[config.mk]
export PLATFORM = sky130hd
export DESIGN_NAME = itc_timers
export DESIGN_NICKNAME = d
export VERILOG_FILES = /design/src/hdl/itc_pkg.sv /design/src/hdl/itc_fifo.sv /design/src/hdl/itc_timers.sv
export SDC_FILE = /design/constraint.sdc
export NUM_CORES = 1
export LEC_CHECK = 0
export ABC_CLOCK_PERIOD_IN_PS = 3600
export CAP_MARGIN = 20
export CORE_UTILIZATION = 64
export DETAILED_ROUTE_END_ITERATION = 7
export DONT_BUFFER_PORTS = 1
export HOLD_SLACK_MARGIN = 0.12
export PLACE_DENSITY = 0.8
export RECOVER_POWER = 25
export SLEW_MARGIN = 20
export SYNTH_ARGS = -nofsm -noshare
export SYNTH_HDL_FRONTEND = slang
export SYNTH_SLANG_ARGS = --single-unit
[constraint.sdc]
create_clock -name SYS_CLK -period 3.6 [get_ports SYS_CLK]
set_clock_uncertainty 0.15 [all_clocks]
set_input_delay 0 -clock SYS_CLK [delete_from_list [all_inputs] [get_ports SYS_CLK]]
set_output_delay 0 -clock SYS_CLK [all_outputs]
set_load 0.01 [all_outputs]
[src/hdl/itc_pkg.sv]
// Package with register map, field positions, reset values and timer B sources
package itc_pkg;
	localparam logic [3:0] REG_PORT_B_DIRECTION = 4'h3;
	localparam logic [3:0] REG_TIMER_A_LOW_BYTE = 4'h4;
	localparam logic [3:0] REG_TIMER_A_HIGH_BYTE = 4'h5;
	localparam logic [3:0] REG_TIMER_B_LOW_BYTE = 4'h6;
	localparam logic [3:0] REG_TIMER_B_HIGH_BYTE = 4'h7;
	localparam logic [3:0] REG_EVENT_COUNT_LOW = 4'h8;
	localparam logic [3:0] REG_EVENT_COUNT_MID = 4'h9;
	localparam logic [3:0] REG_EVENT_COUNT_HIGH = 4'ha;
	localparam logic [3:0] REG_SERIAL_SHIFT_DATA = 4'hc;
	localparam logic [3:0] REG_INTERRUPT_CONTROL = 4'hd;
	localparam logic [3:0] REG_CONTROL_A = 4'he;
	localparam logic [3:0] REG_CONTROL_B = 4'hf;
	// Control register fields
	localparam int CR_START = 0;
	localparam int CR_PORT_OUT = 1;
	localparam int CR_TOGGLE = 2;
	localparam int CR_ONE_SHOT = 3;
	localparam int CR_LOAD = 4;
	localparam int CRA_SOURCE = 5;
	localparam int CRA_SERIAL_DIR = 6;
	localparam int CRB_SOURCE_LO = 5;
	localparam int CRB_ALARM_SEL = 7;
	// Interrupt bit positions
	localparam int IRQ_TA = 0;
	localparam int IRQ_TB = 1;
	localparam int IRQ_ALARM = 2;
	localparam int IRQ_SERIAL = 3;
	localparam int IRQ_FLAG = 4;
	localparam int IRQ_SUMMARY = 7;
	localparam int IRQ_SET_CLEAR = 7;
	// Reset values
	localparam logic [15:0] LATCH_RESET = 16'hffff;
	localparam logic [7:0] CTRL_RESET = 8'h00;
	localparam logic [23:0] TOD_RESET = 24'h000000;
	localparam logic [7:0] BYTE_RESET = 8'h00;
	localparam logic [3:0] BITS_PER_BYTE = 4'h8;
	localparam int FIFO_DEPTH = 16;
	localparam int FIFO_WIDTH = 8;
	typedef enum logic [1:0]
	{
		TB_SRC_CLOCK = 2'b00,
		TB_SRC_PIN = 2'b01,
		TB_SRC_UNDERFLOW = 2'b10,
		TB_SRC_GATED = 2'b11
	} itc_tb_source_t;
endpackage : itc_pkg

[src/hdl/itc_fifo.sv]
// Small synchronous FIFO with valid/ready on both sides
`timescale 1ns/1ps
module itc_fifo #(
	parameter int WIDTH = 8,
	parameter int DEPTH = 16
)
(
	input wire logic clk,
	input wire logic rst_n,
	input wire logic in_valid,
	output logic in_ready,
	input wire logic [WIDTH-1:0] in_data,
	output logic out_valid,
	input wire logic out_ready,
	output logic [WIDTH-1:0] out_data
);
	localparam int AW = $clog2(DEPTH);
	logic [WIDTH-1:0] mem [DEPTH];
	logic [AW-1:0] wr_ptr;
	logic [AW-1:0] rd_ptr;
	logic [AW:0] count;
	logic push;
	logic pop;
	assign in_ready = (count != AW'(0) + (AW+1)'(DEPTH)) ? 1'b1 : 1'b0;
	assign out_valid = (count != '0);
	assign out_data = mem[rd_ptr];
	assign push = in_valid && in_ready;
	assign pop = out_valid && out_ready;
	always_ff @(posedge clk or negedge rst_n)
	begin
		if (!rst_n)
		begin
			wr_ptr <= '0;
			rd_ptr <= '0;
			count <= '0;
		end
		else
		begin
			if (push)
				wr_ptr <= wr_ptr + AW'(1);
			if (pop)
				rd_ptr <= rd_ptr + AW'(1);
			count <= count + (AW+1)'(push) - (AW+1)'(pop);
		end
	end
	// Storage has no reset; out_data shows mem[rd_ptr] even while the FIFO is empty
	always_ff @(posedge clk)
	begin
		if (push)
			mem[wr_ptr] <= in_data;
	end
	a_fifo_no_overflow: assert property (@(posedge clk) disable iff (!rst_n)
		count <= (AW+1)'(DEPTH)) else $error("fifo count above depth");
endmodule : itc_fifo

[src/hdl/itc_timers.sv]
// Interval timers, time-of-day counter, serial port and interrupt control
`timescale 1ns/1ps
// Behaviour
// [RULE1] Two timers: 16-bit down-counter, separate latch; writes to latch, reads counter
// [RULE2] Start bit starts or stops each timer at any time
// [RULE3] Port-output enable drives timer output onto port B bit six or seven
// [RULE4] Underflow toggles or pulses output one cycle; toggle high on start
// [RULE5] One-shot: count to zero, interrupt, reload, stop
// [RULE6] Continuous: count to zero, interrupt, reload, repeat
// [RULE7] One-shot high-byte write loads counter and starts counting
// [RULE8] Force-load strobe copies latch into counter at once
// [RULE9] Timer A: clock or pin; timer B: four selectable sources
// [RULE10] Reload on underflow, force load, stopped high write; running write latch only
// [RULE11] 24-bit time-of-day counter increments on rising input edge
// [RULE12] Alarm shares addresses, select bit steers writes; match raises alarm
// [RULE13] Time write halts counter until lowest byte written
// [RULE14] Top-byte read freezes readout until bottom-byte read; counting continues
// [RULE15] Serial input: shift data on rising pin edges, eight then interrupt
// [RULE16] Serial output rate is half timer A underflow rate
// [RULE17] Output driven from timer A clock, MSB first, valid falling to falling
// [RULE18] After eight clocks interrupt; continue if new byte else idle high; code idles only the clock high, data holds the last bit
// [RULE19] Count and data pins are open drain
// [RULE20] Sources set data bits; enabled ones set summary and pull request low
// [RULE21] Reading interrupt data returns it then clears it and releases request
// [RULE22] Mask write: bit 7 picks set or clear, ones in 6-0 act; only bits 4-0 are stored
// [RULE23] Start bit clears itself on one-shot underflow
// [RULE24] Force-load bit reads zero and writing zero does nothing
// [RULE25] Timer A bit selects serial direction: transmit with clock or receive
// [RULE26] Reset clears time, alarm, shift register, mask; timers stopped
module itc_timers
	import itc_pkg::*;
(
	input wire logic SYS_CLK,
	input wire logic RST_N,
	input wire logic CHIP_SELECT_N,
	input wire logic READ_NOT_WRITE,
	input wire logic [3:0] REG_ADDR,
	input wire logic [7:0] WRITE_DATA,
	output logic [7:0] READ_DATA,
	input wire logic COUNT_PIN_IN,
	output logic COUNT_PIN_OUT,
	output logic COUNT_PIN_OE_N,
	input wire logic SERIAL_DATA_PIN_IN,
	output logic SERIAL_DATA_PIN_OUT,
	output logic SERIAL_DATA_PIN_OE_N,
	input wire logic TIME_OF_DAY_PIN,
	input wire logic FLAG_EVENT,
	output logic PORT_B_BIT_SIX,
	output logic PORT_B_BIT_SEVEN,
	output logic PORT_B_SIX_TIMER,
	output logic PORT_B_SEVEN_TIMER,
	output logic [7:0] PORT_B_DIRECTION,
	output logic INTERRUPT_REQ_N
);
	import itc_pkg::*;
	////////////////////////////////////////////////////////////////////////
	// Bus decode
	logic access;
	logic wr;
	logic rd;
	logic [15:0] wr_sel;
	assign access = !CHIP_SELECT_N;
	assign wr = access && !READ_NOT_WRITE;
	assign rd = access && READ_NOT_WRITE;
	// Pin synchronisers: first stage is only read by the second
	logic [2:0] cnt_s;
	logic [1:0] sp_s;
	logic [2:0] tod_s;
	logic [1:0] flag_s;
	logic cnt_rise;
	logic tod_rise;
	logic flag_prev;
	always_ff @(posedge SYS_CLK or negedge RST_N)
	begin
		if (!RST_N)
		begin
			cnt_s <= 3'h7;
			sp_s <= 2'h3;
			tod_s <= 3'h7;
			flag_s <= 2'h3;
			flag_prev <= 1'b1;
		end
		else
		begin
			cnt_s <= {cnt_s[1:0], COUNT_PIN_IN};
			sp_s <= {sp_s[0], SERIAL_DATA_PIN_IN};
			tod_s <= {tod_s[1:0], TIME_OF_DAY_PIN};
			flag_s <= {flag_s[0], FLAG_EVENT};
			flag_prev <= flag_s[1];
		end
	end
	assign cnt_rise = cnt_s[1] && !cnt_s[2];
	assign tod_rise = tod_s[1] && !tod_s[2]; // RULE11
	////////////////////////////////////////////////////////////////////////
	// Timers
	logic [7:0] ctrl [2];
	logic [15:0] latch [2];
	logic [15:0] counter [2];
	logic [1:0] tick;
	logic [1:0] under;
	logic [1:0] toggle;
	logic [1:0] pulse;
	logic [1:0] hi_wr;
	logic [1:0] lo_wr;
	logic [1:0] cr_wr;
	itc_tb_source_t tb_src;
	assign tb_src = itc_tb_source_t'(ctrl[1][CRB_SOURCE_LO+1:CRB_SOURCE_LO]);
	assign tick[0] = ctrl[0][CRA_SOURCE] ? cnt_rise : 1'b1; // RULE9
	assign tick[1] = (tb_src == TB_SRC_CLOCK) ? 1'b1 : // RULE9
		(tb_src == TB_SRC_PIN) ? cnt_rise :
		(tb_src == TB_SRC_UNDERFLOW) ? under[0] : (under[0] && cnt_s[1]);
	assign lo_wr[0] = wr && REG_ADDR == REG_TIMER_A_LOW_BYTE;
	assign lo_wr[1] = wr && REG_ADDR == REG_TIMER_B_LOW_BYTE;
	assign hi_wr[0] = wr && REG_ADDR == REG_TIMER_A_HIGH_BYTE;
	assign hi_wr[1] = wr && REG_ADDR == REG_TIMER_B_HIGH_BYTE;
	assign cr_wr[0] = wr && REG_ADDR == REG_CONTROL_A;
	assign cr_wr[1] = wr && REG_ADDR == REG_CONTROL_B;
	genvar g;
	generate
		for (g = 0; g < 2; g++)
		begin : g_tmr
			logic run;
			logic start_now;
			logic reload;
			logic [7:0] next_ctrl;
			assign run = ctrl[g][CR_START];
			assign under[g] = run && tick[g] && counter[g] == 16'h0000;
			// One-shot high write starts regardless of start bit
			assign start_now = hi_wr[g] && ctrl[g][CR_ONE_SHOT]; // RULE7
			assign reload = under[g] || (cr_wr[g] && WRITE_DATA[CR_LOAD]) ||
				(hi_wr[g] && (!run || start_now)); // RULE8 RULE10
			always_comb
			begin
				next_ctrl = ctrl[g];
				if (under[g] && ctrl[g][CR_ONE_SHOT])
					next_ctrl[CR_START] = 1'b0; // RULE5 RULE23
				if (start_now)
					next_ctrl[CR_START] = 1'b1; // RULE7
				if (cr_wr[g])
				begin
					next_ctrl = WRITE_DATA; // RULE2
					next_ctrl[CR_LOAD] = 1'b0; // RULE24
				end
			end
			always_ff @(posedge SYS_CLK or negedge RST_N)
			begin
				if (!RST_N)
				begin
					ctrl[g] <= CTRL_RESET; // RULE26
					latch[g] <= LATCH_RESET;
					counter[g] <= LATCH_RESET;
					toggle[g] <= 1'b0; // RULE4
					pulse[g] <= 1'b0;
				end
				else
				begin
					ctrl[g] <= next_ctrl;
					if (lo_wr[g])
						latch[g][7:0] <= WRITE_DATA; // RULE1
					if (hi_wr[g])
						latch[g][15:8] <= WRITE_DATA; // RULE1
					if (reload)
						counter[g] <= hi_wr[g] ? {WRITE_DATA, latch[g][7:0]} :
							latch[g]; // RULE5 RULE6 RULE10
					else if (run && tick[g])
						counter[g] <= counter[g] - 16'h0001;
					pulse[g] <= under[g]; // RULE4
					if (next_ctrl[CR_START] && !run)
						toggle[g] <= 1'b1; // RULE4
					else if (under[g])
						toggle[g] <= !toggle[g];
				end
			end
		end
	endgenerate
	logic [1:0] tmr_out;
	assign tmr_out[0] = ctrl[0][CR_TOGGLE] ? toggle[0] : pulse[0]; // RULE4
	assign tmr_out[1] = ctrl[1][CR_TOGGLE] ? toggle[1] : pulse[1];
	assign PORT_B_BIT_SIX = tmr_out[0]; // RULE3
	assign PORT_B_BIT_SEVEN = tmr_out[1];
	assign PORT_B_SIX_TIMER = ctrl[0][CR_PORT_OUT]; // RULE3
	assign PORT_B_SEVEN_TIMER = ctrl[1][CR_PORT_OUT];
	////////////////////////////////////////////////////////////////////////
	// Port B direction register
	logic [7:0] port_b_direction;
	always_ff @(posedge SYS_CLK or negedge RST_N)
	begin
		if (!RST_N)
			port_b_direction <= BYTE_RESET;
		else if (wr && REG_ADDR == REG_PORT_B_DIRECTION)
			port_b_direction <= WRITE_DATA;
	end
	assign PORT_B_DIRECTION = port_b_direction;
	////////////////////////////////////////////////////////////////////////
	// Time of day
	logic [23:0] time_of_day_counter;
	logic [23:0] alarm;
	logic [23:0] tod_hold;
	logic tod_halt;
	logic tod_frozen;
	logic [2:0] tod_wr;
	logic alarm_hit;
	logic alarm_prev;
	logic alarm_sel;
	assign alarm_sel = ctrl[1][CRB_ALARM_SEL];
	assign tod_wr[0] = wr && REG_ADDR == REG_EVENT_COUNT_LOW;
	assign tod_wr[1] = wr && REG_ADDR == REG_EVENT_COUNT_MID;
	assign tod_wr[2] = wr && REG_ADDR == REG_EVENT_COUNT_HIGH;
	assign alarm_hit = (time_of_day_counter == alarm); // RULE12
	always_ff @(posedge SYS_CLK or negedge RST_N)
	begin
		if (!RST_N)
		begin
			time_of_day_counter <= TOD_RESET; // RULE26
			alarm <= TOD_RESET;
			tod_hold <= TOD_RESET;
			tod_halt <= 1'b0;
			tod_frozen <= 1'b0;
			alarm_prev <= 1'b1;
		end
		else
		begin
			alarm_prev <= alarm_hit;
			for (int i = 0; i < 3; i++)
			begin
				if (tod_wr[i] && alarm_sel)
					alarm[i*8 +: 8] <= WRITE_DATA; // RULE12
				else if (tod_wr[i])
					time_of_day_counter[i*8 +: 8] <= WRITE_DATA;
			end
			// Lowest byte written last restarts counting
			if (tod_wr[0] && !alarm_sel)
				tod_halt <= 1'b0; // RULE13
			else if ((tod_wr[1] || tod_wr[2]) && !alarm_sel)
				tod_halt <= 1'b1; // RULE13
			if (tod_rise && !tod_halt && tod_wr == 3'h0)
				time_of_day_counter <= time_of_day_counter + 24'h000001; // RULE11
			if (rd && REG_ADDR == REG_EVENT_COUNT_HIGH && !tod_frozen)
			begin
				tod_frozen <= 1'b1; // RULE14
				tod_hold <= time_of_day_counter;
			end
			else if (rd && REG_ADDR == REG_EVENT_COUNT_LOW)
				tod_frozen <= 1'b0; // RULE14
		end
	end
	logic [23:0] tod_view;
	assign tod_view = tod_frozen ? tod_hold : time_of_day_counter; // RULE14
	////////////////////////////////////////////////////////////////////////
	// Serial port
	logic [7:0] serial_shift_data;
	logic [7:0] shifter;
	logic [3:0] bits;
	logic sdr_full;
	logic tx_active;
	logic sclk;
	logic sp_out;
	logic ser_done;
	logic tx_mode;
	logic sdr_wr;
	logic fifo_valid;
	logic fifo_ready;
	logic fifo_in_ready;
	logic [7:0] fifo_data;
	logic [7:0] rx_byte;
	assign tx_mode = ctrl[0][CRA_SERIAL_DIR]; // RULE25
	assign sdr_wr = wr && REG_ADDR == REG_SERIAL_SHIFT_DATA;
	// Eighth bit must join the byte in the very cycle it is pushed
	assign rx_byte = {shifter[6:0], sp_s[1]}; // RULE15
	// Received bytes queue here, sixteen deep; pin edges are ignored while it is full
	itc_fifo #(.WIDTH(FIFO_WIDTH), .DEPTH(FIFO_DEPTH)) u_rx_fifo (
		.clk(SYS_CLK),
		.rst_n(RST_N),
		.in_valid(ser_done && !tx_mode),
		.in_ready(fifo_in_ready),
		.in_data(rx_byte),
		.out_valid(fifo_valid),
		.out_ready(fifo_ready),
		.out_data(fifo_data)
	);
	assign fifo_ready = rd && REG_ADDR == REG_SERIAL_SHIFT_DATA;
	logic shift_now;
	// Each underflow half-period of clock, shift on falling edge
	assign shift_now = tx_mode ? (tx_active && under[0] && sclk) // RULE16
		: (cnt_rise && fifo_in_ready); // RULE15
	assign ser_done = shift_now && bits == BITS_PER_BYTE - 4'h1;
	always_ff @(posedge SYS_CLK or negedge RST_N)
	begin
		if (!RST_N)
		begin
			serial_shift_data <= BYTE_RESET;
			shifter <= BYTE_RESET; // RULE26
			bits <= 4'h0;
			sdr_full <= 1'b0;
			tx_active <= 1'b0;
			sclk <= 1'b1;
			sp_out <= 1'b1;
		end
		else
		begin
			if (sdr_wr)
			begin
				serial_shift_data <= WRITE_DATA;
				sdr_full <= 1'b1;
			end
			if (!tx_mode)
			begin
				tx_active <= 1'b0;
				sclk <= 1'b1;
				if (shift_now)
				begin
					shifter <= rx_byte; // RULE15
					bits <= ser_done ? 4'h0 : bits + 4'h1;
				end
			end
			else if (!tx_active)
			begin
				if (sdr_full && under[0])
				begin
					shifter <= serial_shift_data;
					sdr_full <= sdr_wr;
					tx_active <= 1'b1;
					bits <= 4'h0;
				end
			end
			else if (under[0])
			begin
				sclk <= !sclk; // RULE16 RULE17
				if (sclk)
					sp_out <= shifter[7]; // RULE17
				else
				begin
					shifter <= {shifter[6:0], 1'b0};
					if (bits == BITS_PER_BYTE - 4'h1)
					begin
						bits <= 4'h0;
						if (sdr_full && !sdr_wr)
						begin
							shifter <= serial_shift_data; // RULE18
							sdr_full <= 1'b0;
						end
						else
							tx_active <= 1'b0; // RULE18
					end
					else
						bits <= bits + 4'h1;
				end
			end
		end
	end
	logic tx_byte_done;
	assign tx_byte_done = tx_mode && tx_active && under[0] && !sclk &&
		bits == BITS_PER_BYTE - 4'h1;
	// Open drain: drive only a low level
	assign COUNT_PIN_OUT = 1'b0;
	assign COUNT_PIN_OE_N = !(tx_mode && !sclk); // RULE19
	assign SERIAL_DATA_PIN_OUT = 1'b0;
	assign SERIAL_DATA_PIN_OE_N = !(tx_mode && !sp_out); // RULE19
	////////////////////////////////////////////////////////////////////////
	// Interrupt control
	logic [4:0] icr_data;
	logic [4:0] icr_mask;
	logic [4:0] events;
	logic icr_rd;
	logic icr_wr;
	logic summary;
	assign events[IRQ_TA] = under[0];
	assign events[IRQ_TB] = under[1];
	assign events[IRQ_ALARM] = alarm_hit && !alarm_prev; // RULE12
	assign events[IRQ_SERIAL] = (ser_done && !tx_mode) || tx_byte_done;
	assign events[IRQ_FLAG] = !flag_s[1] && flag_prev;
	assign icr_rd = rd && REG_ADDR == REG_INTERRUPT_CONTROL;
	assign icr_wr = wr && REG_ADDR == REG_INTERRUPT_CONTROL;
	assign summary = |(icr_data & icr_mask); // RULE20
	always_ff @(posedge SYS_CLK or negedge RST_N)
	begin
		if (!RST_N)
		begin
			icr_data <= 5'h00;
			icr_mask <= 5'h00; // RULE26
		end
		else
		begin
			// A new event wins over the read clear
			icr_data <= (icr_rd ? 5'h00 : icr_data) | events; // RULE20 RULE21
			if (icr_wr && WRITE_DATA[IRQ_SET_CLEAR])
				icr_mask <= icr_mask | WRITE_DATA[4:0]; // RULE22
			else if (icr_wr)
				icr_mask <= icr_mask & ~WRITE_DATA[4:0]; // RULE22
		end
	end
	assign INTERRUPT_REQ_N = !summary; // RULE20 RULE21
	////////////////////////////////////////////////////////////////////////
	// Read mux
	logic [7:0] rd_mux;
	assign rd_mux =
		(REG_ADDR == REG_PORT_B_DIRECTION) ? port_b_direction :
		(REG_ADDR == REG_TIMER_A_LOW_BYTE) ? counter[0][7:0] : // RULE1
		(REG_ADDR == REG_TIMER_A_HIGH_BYTE) ? counter[0][15:8] :
		(REG_ADDR == REG_TIMER_B_LOW_BYTE) ? counter[1][7:0] :
		(REG_ADDR == REG_TIMER_B_HIGH_BYTE) ? counter[1][15:8] :
		(REG_ADDR == REG_EVENT_COUNT_LOW) ? tod_view[7:0] :
		(REG_ADDR == REG_EVENT_COUNT_MID) ? tod_view[15:8] :
		(REG_ADDR == REG_EVENT_COUNT_HIGH) ? tod_view[23:16] :
		(REG_ADDR == REG_SERIAL_SHIFT_DATA) ? (tx_mode ? serial_shift_data : fifo_data) :
		(REG_ADDR == REG_INTERRUPT_CONTROL) ? {summary, 2'b00, icr_data} :
		(REG_ADDR == REG_CONTROL_A) ? ctrl[0] :
		(REG_ADDR == REG_CONTROL_B) ? ctrl[1] : 8'h00;
	always_ff @(posedge SYS_CLK or negedge RST_N)
	begin
		if (!RST_N)
			READ_DATA <= BYTE_RESET;
		else if (rd)
			READ_DATA <= rd_mux;
	end
	////////////////////////////////////////////////////////////////////////
	// Checks
	a_oneshot_stops: assert property (@(posedge SYS_CLK) disable iff (!RST_N)
		under[0] && ctrl[0][CR_ONE_SHOT] && !cr_wr[0] && !hi_wr[0]
		|=> !ctrl[0][CR_START])
		else $error("one-shot timer A kept running"); // RULE23
	a_reload_latch: assert property (@(posedge SYS_CLK) disable iff (!RST_N)
		under[1] && !hi_wr[1] |=> counter[1] == $past(latch[1]))
		else $error("timer B not reloaded on underflow"); // RULE10
	a_load_reads_zero: assert property (@(posedge SYS_CLK) disable iff (!RST_N)
		!ctrl[0][CR_LOAD] && !ctrl[1][CR_LOAD])
		else $error("load bit stored"); // RULE24
	a_irq_summary: assert property (@(posedge SYS_CLK) disable iff (!RST_N)
		(|(events & icr_mask)) && !icr_wr |=> !INTERRUPT_REQ_N)
		else $error("enabled event did not raise request"); // RULE20
	a_read_clears: assert property (@(posedge SYS_CLK) disable iff (!RST_N)
		icr_rd |=> icr_data == $past(events))
		else $error("interrupt data not cleared by read"); // RULE21
	a_count_down: assert property (@(posedge SYS_CLK) disable iff (!RST_N)
		ctrl[0][CR_START] && tick[0] && counter[0] != 16'h0000 && !cr_wr[0]
		&& !hi_wr[0] |=> counter[0] == $past(counter[0]) - 16'h0001)
		else $error("timer A missed a decrement"); // RULE2
	a_tod_halted: assert property (@(posedge SYS_CLK) disable iff (!RST_N)
		tod_halt && !(|tod_wr) |=> time_of_day_counter == $past(time_of_day_counter))
		else $error("time counted while halted"); // RULE13
	a_pulse_width: assert property (@(posedge SYS_CLK) disable iff (!RST_N)
		pulse[0] && !under[0] |=> !pulse[0])
		else $error("pulse longer than one cycle"); // RULE4
	c_oneshot: cover property (@(posedge SYS_CLK) under[0] && ctrl[0][CR_ONE_SHOT]);
	c_tx_byte: cover property (@(posedge SYS_CLK) tx_byte_done);
	c_rx_byte: cover property (@(posedge SYS_CLK) ser_done && !tx_mode);
	c_alarm: cover property (@(posedge SYS_CLK) events[IRQ_ALARM]);
endmodule : itc_timers

==> impl_metrics.yaml <==
sta:
  layout_setup_ws_ns: 0.219
  post-route-period-util_pct: 93.9
  tightest_slew_ns: 1.16
  setup_viol: 0
  clock.fmax_mhz: 296
  slew_violations: 0
  fin_crit_ns: 3.38
  slew_headroom_pct: 22.3
  hold_slack_ns: -0.972
  finalSetupTns_ns: 0
  rsz0062_at_grt: "false"
  hold_viol: 231
floorplan:
  die_w_microns: 165
  initial_utilization_pct: 65.1
  design.core.area_sq_mm: 0.0261
  pin_count: 45
  rows: 59
  die_y_microns: 165
  die-area_sq_mm: 0.0272
clock_network:
  cts_buffers: 37
  clock_path_buffers: 3
  tritoncts: "built"
  cts_max_level: 2
  clkTransAtPathRegs_ns: 0.06
  cts.sinks: 359
  root_buffer: "clkbuf_16"
  post_cts_buffers: 0
  insertion_delay_ns: 0.53
synthesis:
  async_reset_ff_share_pct: 64.3
  synth_top_cell_by_area: "edfxtp_1"
  yosys.area_share.xor_xnor_pct: 3.46
  synthTopCellsByArea: "edfxtp_1, dfrtp_1, dfstp_2, mux2_2, mux2i_1"
  synthAdderAreaFrac_pct: 1.30
  synth_edf_count: 128
  synth_ff_type: "dfrtp_1"
  synth_mux_area_share_pct: 14.6
  synth_area_sq_mm: 0.0170
  syn_inst: 1400
  ys_types: 78
  syn_area_per_cell_sq_um: 12.1
  synth-compound-area-share_pct: 10.1
  yosysSeqAreaShare_pct: 57.3
  synth_top_area_share_pct: 22.7
  synthSimpleGateAreaFrac_pct: 10.5
  ys_warn_count: 0
  ys_ff_latch: 359
  synth_top_family_by_area: "multiplexers"
setup_path:
  worst_r2r_path_depth: 5
  path_cells: "dlygate4sd3_1 -> buf_2 -> nor4bb_1 -> dlygate4sd3_1 -> buf_4 -> nand2_1 -> and3_1 -> o21ai_2 -> mux2i_1 -> o21ai_0"
  crit_family: "buffers and inverters"
  cp.arrival_ns: 3.62
  path_depth: 10
  max_stage_delay_ns: 0.59
  path_class: "in2reg"
  crit_fanout: 32
  cp.required_ns: 3.84
  path_buf_inv: 4
  cpMostUsedCell: "dlygate4sd3_1"
  worstSetupStartpointType: "input port"
  end_kind: "register"
  cp_slowest_cell: "dlygate4sd3_1"
layout:
  design_area_sq_mm: 0.0188
  areaGrowthSynthToFinish_pct: 10.9
  fill_cells: 1684
  finalNetCount: 1464
  layout-drive-gt1-share_pct: 21.9
  diodes: 0
placed_design:
  port_buffers: 0
  gp_congestion: 0.939
  place_ws_ns: 0.659
  place_hpwl_mm: 28.2
  placed_cell_area_sq_mm: 0.0173
global_routing:
  grt_max_degree: 232
  grt_pass1_wl_mm: 67.4
  antenna_found_initial: 0
  globalRoute.totalOverflow: 0
  track_usage_pct: 33.3
  first_global_vias: 11700
route:
  routedWlPerCell_microns: 24.4
  routed_wl_mm: 43.8
  drc: 0
  vias_per_cell: 6.65
  drt-pass1-iter-count: 5
  vias: 11900
  drtIter0Drc: 1278
  detail-route-antenna-nets: 0
pwr:
  power.total_mw: 12.8
  power_density_mw_per_mm2: 681
  power.leakage_nw: 7.42
  ir_drop_mv: 0.468
outcome:
  violations: "hold timing"
  status: "finished with violations"
flow_run:
  cap_violations: 0
min_path:
  hold_class: "in2async"
## power breakdown
| group | switching (mW) | internal, mW | total (mW) |
|---|---|---|---|
| clock | 1.56 | 2.10 | 3.66 |
| sequential | 1.05 | 5.24 | 6.30 |
| combinational | 1.47 | 1.40 | 2.87 |
| total | 4.08 | 8.74 | 12.8 |
## worst paths after layout
| check | from | end | slack (ns) |
|---|---|---|---|
| max in group asynchronous | RST_N | counter[5]$_DFFE_PN1P_ | 3.83 |
| min in group SYS_CLK | REG_ADDR[2] | READ_DATA[6]$_DFFE_PN0P_ | 0.18 |
| hold reg to reg | tod_s[0]$_DFF_PN1_ | tod_s[1]$_DFF_PN1_ | 0.21 |
| setup / recovery | REG_ADDR[0] | shifter[7]$_DFFE_PN0P_ | 0.22 |
| hold / removal | RST_N | alarm[23]$_DFFE_PN0P_ | -0.97 |
| setup reg to reg | cnt_s[1]$_DFF_PN1_ | u_rx_fifo.mem[3][0]$_DFFE_PP_ | 0.64 |
## registers in the layout, indices dropped and copies added, names as in the netlist, 11 cells and up, named ones only
register / cells
latch: 32
alarm: 24
counter: 32
tod_hold: 24
time_of_day_counter: 24
u_rx_fifo.mem: 128
ctrl: 11
## metal layers
layer	track usage [%]	vias to the layer above	share of wire (%)	routed length, microns
met1	47.4	5946	41	17900
met3	7.16	131	9.5	4160
met2	50.4	650	45	19900
li1	-	5177	-	-
met4	13.0	0	4.1	1790
met5	0	-	0	0
## cell families (layout without fill, tap and decap cells)
family,after synthesis,after routing
xor+xnor,67,67
fa+ha+maj,17,17
flops,359,359
compound gates,273,273
simple gates,366,366
other cells,1,2
mux,204,204
buf+inv,113,168
## layout make-up
cell class | count | area (sq um) | area share [%]
clock buffers | 55 | 1040 | 5.54
well taps | 335 | 419 | 2.23
multi-input cells | 929 | 6800 | 36.1
inverters | 38 | 143 | 0.758
flip-flops and latches | 359 | 9720 | 51.7
clock inverters | 13 | 116 | 0.618
repair buffers | 62 | 578 | 3.07
## cell usage after synthesis (8+ instances only)
master	number
dfrtp_1	153
edfxtp_1	128
nand2_1	118
mux2_2	112
nor2_1	86
o21ai_0	86
dfstp_2	78
a21oi_1	70
mux2i_1	63
clkbuf_1	46
xnor2_1	41
inv_1	38
nor3_1	28
xor2_1	26
nand3_1	24
mux4_2	19
nand2b_1	18
ha_1	16
o22ai_1	16
a22oi_1	15
nand4_1	15
buf_2	13
or3_1	13
buf_1	12
and2_1	11
a211oi_1	10
and3_1	10
mux2_4	10
nor2b_1	9
o211ai_1	9
a31oi_1	8
nor4_1	8
## worst register-to-register path: stages, from the launching register on
cell      delay, ns
dfstp_2        0.55
or3b_2         0.47
a211oi_1       0.42
buf_4          0.26
nor3b_1        0.33
and2_1         0.44
## metrics by stage
step,utilization [%],hold WS [ns],cells
floorplan,-,-0.446,1401
global placement,66.4,-0.427,1687
detailed placement,66.4,-0.428,1687
CTS,72.2,-0.984,1790
global route,72.2,-0.989,1791
finish,72.2,-0.972,1791
## cell usage in the layout, fill, tap and decap left out, types with 37 or more instances in the layout
cell type  Yosys  layout
a21oi_1       70      70
xnor2_1       41      41
mux2_2       112     112
nor2_1        86      86
nand2_1      118     118
clkbuf_16      0      37
o21ai_0       86      86
dfstp_2       78      78
inv_1         38      38
edfxtp_1     128     128
dfrtp_1      153     152
mux2i_1       63      63
## what timing repair did
action,4_1_cts,5_1_grt
hold buffers,35,1
endpoints found under the hold margin,420,232
endpoints found under the setup margin,0,4
gates resized for setup,0,1
(Power assumes the default switching activity.)
